File: config.mk
export PLATFORM = sky130hd
export DESIGN_NAME = fcs_top
export DESIGN_NICKNAME = d
export VERILOG_FILES = /design/src/design/fcs_pkg.sv /design/src/design/fcs_top.sv /design/src/design/fcs_sync.sv
export VERILOG_INCLUDE_DIRS = /design/src /design/src/design
export SDC_FILE = /design/constraint.sdc
export NUM_CORES = 1
export LEC_CHECK = 0
export ABC_AREA = 1
export ABC_CLOCK_PERIOD_IN_PS = 8000
export BUFFER_PORTS_ARGS = -buffer_cell sky130_fd_sc_hd__clkbuf_2
export CELL_PAD_IN_SITES_DETAIL_PLACEMENT = 0
export CELL_PAD_IN_SITES_GLOBAL_PLACEMENT = 1
export CORE_MARGIN = 5
export CORE_UTILIZATION = 35
export DETAILED_ROUTE_END_ITERATION = 12
export MAX_ROUTING_LAYER = met4
export PLACE_DENSITY_LB_ADDON = 0.1
export SLEW_MARGIN = 20
export SYNTH_ARGS = -nofsm -noshare
export SYNTH_HDL_FRONTEND = slang
export SYNTH_SLANG_ARGS = --single-unit
export TNS_END_PERCENT = 1
File: constraint.sdc
create_clock -name core_clk -period 8 [get_ports core_clk]
set_input_delay 1.6 -clock core_clk [delete_from_list [all_inputs] [get_ports core_clk]]
set_output_delay 1.6 -clock core_clk [all_outputs]
set_load 0.005 [all_outputs]
File: src/design/fcs_consts.svh
`ifndef FCS_CONSTS_SVH
`define FCS_CONSTS_SVH

// Register byte offsets
`define FCS_OFF_CTRL 5'h00
`define FCS_OFF_LEN 5'h04
`define FCS_OFF_STAT 5'h08
`define FCS_OFF_COUNT 5'h0c
`define FCS_OFF_CHK 5'h10

// Field positions and reset values
`define FCS_CTRL_COMPRESS 0
`define FCS_CTRL_USER_CLK 1
`define FCS_CTRL_RESET 2'h0
`define FCS_LEN_RESET 32'h0000_1000
`define FCS_CMP_RUN_BIT 7

// Timing counts in core clock cycles (config clock half period in divider source ticks), then the read opcode and its bit count
`define FCS_POR_FAST_CYC 12'h100
`define FCS_POR_STD_CYC 12'h800
`define FCS_INIT_CYC 8'h40
`define FCS_CONFIG_CLOCK_HALF 8'h04
`define FCS_READ_OPCODE 8'h03
`define FCS_OPCODE_BITS 4'h8

`endif

File: src/design/fcs_pkg.sv
package fcs_pkg;

    typedef enum logic [1:0] {
        SCH_SELF_DRIVEN_SERIAL,
        SCH_SLAVE_SERIAL,
        SCH_PARALLEL_FLASH_MASTER,
        SCH_SLAVE_PARALLEL_FAST
    } fcs_scheme_t;

    typedef enum logic [2:0] {
        ST_POR,
        ST_RESET,
        ST_RELEASE,
        ST_CONFIG,
        ST_DONE_WAIT,
        ST_INIT,
        ST_USER,
        ST_JTAG
    } fcs_state_t;

    typedef struct packed {
        fcs_scheme_t scheme;
        logic por_slow;
    } fcs_mode_t;

    typedef struct packed {
        logic user_clk;
        logic compress;
    } fcs_ctrl_t;

endpackage

File: src/design/fcs_top.sv
`timescale 1ns/100ps
`include "fcs_consts.svh"
module fcs_top #(
    parameter logic [11:0] POR_FAST_CYCLES = `FCS_POR_FAST_CYC,
    parameter logic [11:0] POR_STD_CYCLES = `FCS_POR_STD_CYC,
    parameter logic [7:0] INIT_CYCLES = `FCS_INIT_CYC,
    parameter logic [7:0] CONFIG_CLOCK_HALF = `FCS_CONFIG_CLOCK_HALF,
    parameter logic [7:0] READ_OPCODE = `FCS_READ_OPCODE,
    parameter bit HAS_USER_CLK = 1'b1
) (
    input wire logic core_clk,
    input wire logic rst,
    input wire logic [4:0] avs_address,
    input wire logic avs_read,
    input wire logic avs_write,
    input wire logic [31:0] avs_writedata,
    output logic [31:0] avs_readdata,
    output logic avs_waitrequest,
    input wire logic [2:0] scheme_select_pins,
    input wire logic config_request_n,
    input wire logic chip_enable_in_n,
    input wire logic jtag_config_req,
    input wire logic config_status_line_n_i,
    output logic config_status_line_n_o,
    output logic config_status_line_n_oe,
    input wire logic load_complete_line_i,
    output logic load_complete_line_o,
    output logic load_complete_line_oe,
    input wire logic config_clock_i,
    output logic config_clock_o,
    output logic config_clock_oe,
    input wire logic user_clock_source,
    input wire logic [7:0] config_data_i,
    input wire logic serial_addr_data_out_i,
    output logic serial_addr_data_out_o,
    output logic serial_addr_data_out_oe,
    output logic serial_flash_select_n,
    output logic chain_enable_out_n,
    output logic user_pin_oe,
    output logic weak_pullup_en,
    output logic user_mode
);
    ////////////////////////////////////////////////////////////////////////
    // Pin resynchronisation
    logic [18:0] pins_q;
    logic [18:0] pins_rise;
    logic s_jtag, s_ce_n, s_req, s_stat, s_done, s_ado;
    logic done_rise, config_clock_rise, usr_rise;
    logic [7:0] s_data;
    logic [2:0] s_strap;

    fcs_sync #(.W(19)) u_sync (
        .clk(core_clk),
        .rst(rst),
        .d({scheme_select_pins, serial_addr_data_out_i, config_data_i,
            user_clock_source, config_clock_i, load_complete_line_i,
            config_status_line_n_i, config_request_n, chip_enable_in_n,
            jtag_config_req}),
        .q(pins_q),
        .rise(pins_rise)
    );

    assign s_jtag = pins_q[0];
    assign s_ce_n = pins_q[1];
    assign s_req = pins_q[2];
    assign s_stat = pins_q[3];
    assign s_done = pins_q[4];
    assign done_rise = pins_rise[4];
    assign config_clock_rise = pins_rise[5];
    assign usr_rise = pins_rise[6];
    assign s_data = pins_q[14:7];
    assign s_ado = pins_q[15];
    assign s_strap = pins_q[18:16];

    // Open-drain lines only ever pull low
    assign config_status_line_n_o = 1'b0;
    assign load_complete_line_o = 1'b0;

    function automatic logic [31:0] fcs_expand(input logic [7:0] b,
                                               input logic cmp);
        // A run byte stands for (low bits + 1) zero bytes
        if (cmp && b[`FCS_CMP_RUN_BIT]) begin
            return {21'h0, ({1'b0, b[6:0]} + 8'h01), 3'h0};
        end
        return 32'h0000_0008;
    endfunction

    ////////////////////////////////////////////////////////////////////////
    // Register bus
    fcs_pkg::fcs_ctrl_t ctrl_q, ctrl_d;
    logic [31:0] len_q, len_d, rdata_q, rdata_d, rd_mux;
    logic wait_q, wait_d;
    fcs_pkg::fcs_state_t state_q, state_d;
    fcs_pkg::fcs_mode_t mode_q, mode_d;
    logic [31:0] bits_q, bits_d;
    logic [7:0] chk_q, chk_d;
    logic user_mode_q, user_mode_d;

    always_comb begin
        unique case (avs_address)
            `FCS_OFF_CTRL: rd_mux = {30'h0, ctrl_q};
            `FCS_OFF_LEN: rd_mux = len_q;
            `FCS_OFF_STAT: rd_mux = {24'h0, user_mode_q, mode_q.por_slow,
                                     mode_q.scheme, 1'b0, state_q};
            `FCS_OFF_COUNT: rd_mux = bits_q;
            `FCS_OFF_CHK: rd_mux = {24'h0, chk_q};
            default: rd_mux = 32'h0;
        endcase
    end

    always_comb begin
        ctrl_d = ctrl_q;
        len_d = len_q;
        rdata_d = rdata_q;
        wait_d = 1'b1;
        // One wait cycle, then a single cycle answer
        if ((avs_read || avs_write) && wait_q) begin
            wait_d = 1'b0;
            if (avs_read) begin
                rdata_d = rd_mux;
            end
        end
        if (avs_write && !wait_q) begin
            if (avs_address == `FCS_OFF_CTRL) begin
                ctrl_d.compress = avs_writedata[`FCS_CTRL_COMPRESS];
                ctrl_d.user_clk = avs_writedata[`FCS_CTRL_USER_CLK];
            end
            if (avs_address == `FCS_OFF_LEN) begin
                len_d = avs_writedata;
            end
        end
    end

    always_ff @(posedge core_clk or posedge rst) begin
        if (rst) begin
            ctrl_q <= `FCS_CTRL_RESET;
            len_q <= `FCS_LEN_RESET;
            rdata_q <= 32'h0;
            wait_q <= 1'b1;
        end else begin
            ctrl_q <= ctrl_d;
            len_q <= len_d;
            rdata_q <= rdata_d;
            wait_q <= wait_d;
        end
    end

    assign avs_readdata = rdata_q;
    assign avs_waitrequest = wait_q;

    ////////////////////////////////////////////////////////////////////////
    // Configuration sequencer
    logic [11:0] por_cnt_q, por_cnt_d, por_limit;
    logic [7:0] div_q, div_d, init_q, init_d, sr_q, sr_d, op_q, op_d, word;
    logic [3:0] op_cnt_q, op_cnt_d;
    logic [2:0] nib_q, nib_d;
    logic clk_q, clk_d, tick, src, master, par, byte_rdy, op_busy;
    logic stat_oe_q, stat_oe_d, done_oe_q, done_oe_d, cclk_oe_q, cclk_oe_d;
    logic ado_q, ado_d, ado_oe_q, ado_oe_d, fsel_n_q, fsel_n_d;
    logic chain_n_q, chain_n_d, user_oe_q, user_oe_d, pu_q, pu_d;

    assign master = mode_q.scheme == fcs_pkg::SCH_SELF_DRIVEN_SERIAL ||
                    mode_q.scheme == fcs_pkg::SCH_PARALLEL_FLASH_MASTER;
    assign par = mode_q.scheme == fcs_pkg::SCH_PARALLEL_FLASH_MASTER ||
                 mode_q.scheme == fcs_pkg::SCH_SLAVE_PARALLEL_FAST;
    assign por_limit = mode_q.por_slow ? POR_STD_CYCLES : POR_FAST_CYCLES;
    assign op_busy = mode_q.scheme == fcs_pkg::SCH_SELF_DRIVEN_SERIAL &&
                     op_cnt_q != `FCS_OPCODE_BITS;
    // Address pin doubles as data bit 1 in parallel schemes
    assign word = par ? {s_data[7:2], s_ado, s_data[0]}
                      : {sr_q[6:0], s_data[0]};
    assign byte_rdy = par || nib_q == 3'h7;

    always_comb begin
        state_d = state_q;
        mode_d = mode_q;
        por_cnt_d = por_cnt_q;
        div_d = 8'h0;
        clk_d = 1'b0;
        init_d = init_q;
        sr_d = sr_q;
        nib_d = nib_q;
        op_d = op_q;
        op_cnt_d = op_cnt_q;
        ado_d = ado_q;
        bits_d = bits_q;
        chk_d = chk_q;
        tick = 1'b0;
        src = 1'b1;
        if (state_q == fcs_pkg::ST_CONFIG) begin
            if (master) begin
                // Core clock cycles, or user clock rising edges, divided down
                if (HAS_USER_CLK && ctrl_q.user_clk) begin
                    src = usr_rise;
                end
                div_d = div_q;
                clk_d = clk_q;
                if (src) begin
                    if (div_q == CONFIG_CLOCK_HALF - 8'h01) begin
                        div_d = 8'h0;
                        clk_d = ~clk_q;
                        tick = ~clk_q;
                    end else begin
                        div_d = div_q + 8'h01;
                    end
                end
            end else begin
                tick = config_clock_rise;
            end
        end
        unique case (state_q)
            fcs_pkg::ST_POR: begin
                // Straps caught every cycle until power-on reset ends
                mode_d = fcs_pkg::fcs_mode_t'(s_strap);
                por_cnt_d = por_cnt_q + 12'h001;
                if (por_cnt_q == por_limit) begin
                    state_d = fcs_pkg::ST_RESET;
                end
            end
            fcs_pkg::ST_RESET: begin
                if (s_req) begin
                    state_d = fcs_pkg::ST_RELEASE;
                end
            end
            fcs_pkg::ST_RELEASE: begin
                op_d = READ_OPCODE;
                op_cnt_d = 4'h0;
                nib_d = 3'h0;
                bits_d = 32'h0;
                chk_d = 8'h0;
                if (s_stat && !s_ce_n) begin
                    state_d = fcs_pkg::ST_CONFIG;
                end
            end
            fcs_pkg::ST_CONFIG: begin
                if (tick && op_busy) begin
                    ado_d = op_q[7];
                    op_d = {op_q[6:0], 1'b0};
                    op_cnt_d = op_cnt_q + 4'h1;
                end else if (tick) begin
                    sr_d = word;
                    nib_d = nib_q + 3'h1;
                    if (byte_rdy) begin
                        bits_d = bits_q + fcs_expand(word, ctrl_q.compress);
                        chk_d = chk_q ^ word;
                    end
                end
                if (bits_q >= len_q) begin
                    state_d = fcs_pkg::ST_DONE_WAIT;
                end
            end
            fcs_pkg::ST_DONE_WAIT: begin
                init_d = 8'h0;
                if (done_rise) begin
                    state_d = fcs_pkg::ST_INIT;
                end
            end
            fcs_pkg::ST_INIT: begin
                init_d = init_q + 8'h01;
                if (init_q == INIT_CYCLES) begin
                    state_d = fcs_pkg::ST_USER;
                end
            end
            fcs_pkg::ST_USER: begin
            end
            fcs_pkg::ST_JTAG: begin
                init_d = 8'h0;
                if (!s_jtag) begin
                    state_d = fcs_pkg::ST_DONE_WAIT;
                end
            end
        endcase
        if (state_q != fcs_pkg::ST_POR) begin
            if (s_jtag) begin
                state_d = fcs_pkg::ST_JTAG;
            end else if (!s_req) begin
                state_d = fcs_pkg::ST_RESET;
            end
        end
        stat_oe_d = state_d inside {fcs_pkg::ST_POR, fcs_pkg::ST_RESET};
        done_oe_d = state_d inside {fcs_pkg::ST_POR, fcs_pkg::ST_RESET,
            fcs_pkg::ST_RELEASE, fcs_pkg::ST_CONFIG, fcs_pkg::ST_JTAG};
        user_oe_d = state_d == fcs_pkg::ST_USER;
        pu_d = state_d != fcs_pkg::ST_USER;
        user_mode_d = state_d == fcs_pkg::ST_USER;
        chain_n_d = !(state_d inside {fcs_pkg::ST_INIT,
                                      fcs_pkg::ST_USER});
        cclk_oe_d = master && state_d == fcs_pkg::ST_CONFIG;
        fsel_n_d = !(master && state_d == fcs_pkg::ST_CONFIG);
        ado_oe_d = mode_q.scheme == fcs_pkg::SCH_SELF_DRIVEN_SERIAL &&
                   state_d == fcs_pkg::ST_CONFIG;
        if (state_d != fcs_pkg::ST_CONFIG) begin
            clk_d = 1'b0;
        end
    end

    always_ff @(posedge core_clk or posedge rst) begin
        if (rst) begin
            state_q <= fcs_pkg::ST_POR;
            mode_q <= '0;
            por_cnt_q <= 12'h0;
            div_q <= 8'h0;
            clk_q <= 1'b0;
            init_q <= 8'h0;
            sr_q <= 8'h0;
            nib_q <= 3'h0;
            op_q <= 8'h0;
            op_cnt_q <= 4'h0;
            ado_q <= 1'b0;
            bits_q <= 32'h0;
            chk_q <= 8'h0;
            stat_oe_q <= 1'b1;
            done_oe_q <= 1'b1;
            user_oe_q <= 1'b0;
            pu_q <= 1'b1;
            user_mode_q <= 1'b0;
            chain_n_q <= 1'b1;
            cclk_oe_q <= 1'b0;
            fsel_n_q <= 1'b1;
            ado_oe_q <= 1'b0;
        end else begin
            state_q <= state_d;
            mode_q <= mode_d;
            por_cnt_q <= por_cnt_d;
            div_q <= div_d;
            clk_q <= clk_d;
            init_q <= init_d;
            sr_q <= sr_d;
            nib_q <= nib_d;
            op_q <= op_d;
            op_cnt_q <= op_cnt_d;
            ado_q <= ado_d;
            bits_q <= bits_d;
            chk_q <= chk_d;
            stat_oe_q <= stat_oe_d;
            done_oe_q <= done_oe_d;
            user_oe_q <= user_oe_d;
            pu_q <= pu_d;
            user_mode_q <= user_mode_d;
            chain_n_q <= chain_n_d;
            cclk_oe_q <= cclk_oe_d;
            fsel_n_q <= fsel_n_d;
            ado_oe_q <= ado_oe_d;
        end
    end

    assign config_status_line_n_oe = stat_oe_q;
    assign load_complete_line_oe = done_oe_q;
    assign config_clock_o = clk_q;
    assign config_clock_oe = cclk_oe_q;
    assign serial_addr_data_out_o = ado_q;
    assign serial_addr_data_out_oe = ado_oe_q;
    assign serial_flash_select_n = fsel_n_q;
    assign chain_enable_out_n = chain_n_q;
    assign user_pin_oe = user_oe_q;
    assign weak_pullup_en = pu_q;
    assign user_mode = user_mode_q;
endmodule // fcs_top

File: src/design/fcs_sync.sv
`timescale 1ns/100ps
module fcs_sync #(
    parameter int W = 1
) (
    input wire logic clk,
    input wire logic rst,
    input wire logic [W-1:0] d,
    output logic [W-1:0] q,
    output logic [W-1:0] rise
);
    logic [3*W-1:0] s_q;
    logic [3*W-1:0] s_d;

    // Two stages resync, third stage only for edge finding
    always_comb begin
        s_d = {s_q[2*W-1:0], d};
    end

    always_ff @(posedge clk or posedge rst) begin
        if (rst) begin
            s_q <= '0;
        end else begin
            s_q <= s_d;
        end
    end

    assign q = s_q[2*W-1:W];
    assign rise = s_q[2*W-1:W] & ~s_q[3*W-1:2*W];
endmodule // fcs_sync

==> run metrics <==
number of cell rows=64; Sw Ratio=23.7%; initial detailed-routing violation count=about 480; WS Path Type=reg2reg; I/O Pins=about 110; Int Power=about 1800 µW; CTS Buf Count=25; Netlist cell types=47; largest net degree at the start of global routing=93; leakage power=about 0.0064 µW; PortBufs=~100; ratio of cells with drive above 1 in the final layout=13.1%; die area=approximately 34,000 µm²; Post-route DRC=0; fmax=roughly 250 MHz; outcome=finished, final reports clean; via count=8,685; Comb pwr share=roughly 6.0%; cell accounting for the most synthesized area=dfrtp_1; Util after Layout=40.8%; yosys warns=0; Switch Pwr=roughly 560 µW; Tmin final=just under 4000 ps; initial antenna violation count=0; clk root buf=clkbuf_16; CTS tree=built; # resized after CTS=0; Die Span Y=185 µm; first-pass GRT wire length=about 46 mm; Post-DP HPWL=between 20 and 25 mm; max cap viols=0; Routed WL=28.4 mm; GRT Util Overall=between 15 and 20%; fin area=about 12,000 µm²; part of the cycle the worst path needs=between 40% and 50%; Clock Power Share=between 40% and 50%; Clock Pin Slew Worst Setup and Hold Paths=~60 ps; hold buffer count at CTS=0; worst min path class=reg2reg; leading cell types by count after synthesis=385 x nand2_1, 202 x dfrtp_1, 151 x inv_1, 117 x nor2_1, 79 x nand3_1; FF+latch count, synth=209; Core ar.=a little over 30,000 µm²; Die X=~180 µm; FFs w/ async S/R, synth=100%; Design Power=around 2400 µW; CP startpoint kind=flop; Final TNS setup=0 ps; Mean Syn Cell Area=8.08 µm²; Final Max Slew Viols=0; nature of the critical path endpoint=flop; H-Tree Depth=1; dominant synthesized flop cell=dfrtp_1; Seq/Total Area, Yosys=between 40 and 50%; synth top area cells=dfrtp_1 47%, nand2_1 14%, ha_1 5.5%; Mapped Area=about 11,000 µm²; Yosys top cell area share=a little under half; CP Data Required Time=approximately 8400 ps; RSZ-0062 raised after global routing=no; DR pass1 iterations=5; Seq pwr share=a little under half; Worst IR Drop VDD=between 0.1 and 0.15 mV; CTS max path bufs=3; vias in the first global route=8,547; Clock Sinks=between 200 and 250; n_diodes=0; Critical Path AT=approximately 4400 ps; Clk Latency, worst-skew pair=520 ps; Fin Hold WS=343 ps; routed vias/inst=4.74; setup repair bufs after CTS=0; post-route ant nets=0; Mapped Cells=around 1,300; slew margin rel.=a little under a third; Fin Clk Skew=about 11 ps; Final nets=approximately 1,500; Final setup violation count=0; GR Overflow Total=0; Pwr per Cell Area=roughly 190 nW/µm²; GPL Wtd Cong=0.843; number of synthesized flops with an enable pin=0; area grow syn2layout=15.6%; WL/cell=15.5 µm; critical-path maximum fanout=9; most common cell in the netlist=nand2_1; Tightest Pin Transition=1040 ps; Starting Density=about a third; final hold vios=0; placed cell area=approximately 12,000 µm²
-- sequential cells by signal, summed over array words and instances, names as in the netlist, 2 cells and up --
name and flops:
sr_q 7, avs_readdata 32, u_sync.s_q 39, ctrl_q 2, op_q 8, len_q 32
nib_q 3, div_q 8, mode_q 3, op_cnt_q 4, por_cnt_q 12, bits_q 29
chk_q 8, state_q 3, init_q 8
-- power groups by stage --
stage / combinational, µW / clock (µW) / sequential [µW]
6_report: 143 / 1110 / 1120
5_1_grt: 167 / 1190 / 1120
4_1_cts: 148 / 1150 / 1120
3_5_place_dp: 147 / 0 / 1140
3_3_place_gp: 145 / 0 / 1140
2_1_floorplan: 91.0 / 0 / 1130
-- path summary, 6_finish.rpt --
check | endpoint | slack (ps) | from | cells after the start
max reg2reg | bits_q[28]$_DFFE_PP0P_ | 4070 | mode_q[2]$_DFFE_PP0P_ | 20
min reg2reg | u_sync.s_q[29]$_DFF_PP0_ | 340 | u_sync.s_q[10]$_DFF_PP0_ | 0
min | u_sync.s_q[29]$_DFF_PP0_ | 340 | u_sync.s_q[10]$_DFF_PP0_ | 0
min in group asynchronous | op_cnt_q[2]$_DFFE_PP0P_ | 1180 | rst | 2
max | bits_q[28]$_DFFE_PP0P_ | 4070 | mode_q[2]$_DFFE_PP0P_ | 20
max in group asynchronous | avs_readdata[18]$_DFFE_PP0P_ | 5510 | rst | 3
-- layer usage --
layer,vias up,routed length (µm),GRT usage (%)
met5,-,0,-
met4,0,581,3.41
met3,33,1070,2.18
met2,132,11800,25.2
met1,4062,14900,26.2
li1,4458,-,-
-- logic make-up (layout without fill, tap and decap cells) --
group | Yosys count | in the layout | synth area share [%]
buffers and inverters | 197 | 310 | 7.32
adders and majority gates | 48 | 48 | 5.68
other | 1 | 2 | 0.0351
DFF | 209 | 209 | 49.0
xor gates and xnor gates | 31 | 31 | 2.54
muxes | 2 | 2 | 0.199
AOI/OAI and AO/OA | 186 | 186 | 9.40
and+or+nand+nor | 650 | 650 | 25.8
-- critical path: stages (launching register included) --
cell      delay, ps
dfrtp_1         490
inv_1           300
nand2_1          80
nand2_1         230
ha_1            210
inv_1            40
nor2_1          170
nand3_1         120
inv_1            90
nand3b_1         70
nand3_1          70
inv_1            70
ha_1            370
nand2_1         140
o21ai_0         280
a21oi_1         140
o21ai_0         530
nand2_1         120
nand2_1          80
nand3_1          60
o21ai_0         170
-- cells in the final DEF (no fill, tap or decap), drive strengths merged, types with 12 or more instances in the layout --
master  instances
o22ai          27
nor3           28
nand3          80
a21oi          60
o21ai          89
nand2         389
ha             47
nor2          120
dfrtp         202
inv           157
nand4          12
xor2           27
clkbuf        135
-- area by class of cell --
class                           instances  area, µm²
Clock buffer                           33        686
Clock inverter                          9        100
Fill cell                            3142      18000
Inverter                              160        608
Multi-Input combinational cell        919       4690
Sequential cell                       209       5240
Tap cell                              396        495
Timing Repair Buffer                  108        556
-- metrics by stage --
stage          setup WS (ps)  std cells
4_1_cts                 4050       1834
2_1_floorplan            702       1325
3_5_place_dp            3940       1792
5_1_grt                 3640       1834
6_report                4070       1834
3_3_place_gp            3980       1792
Power figures use the tool's default switching activity.
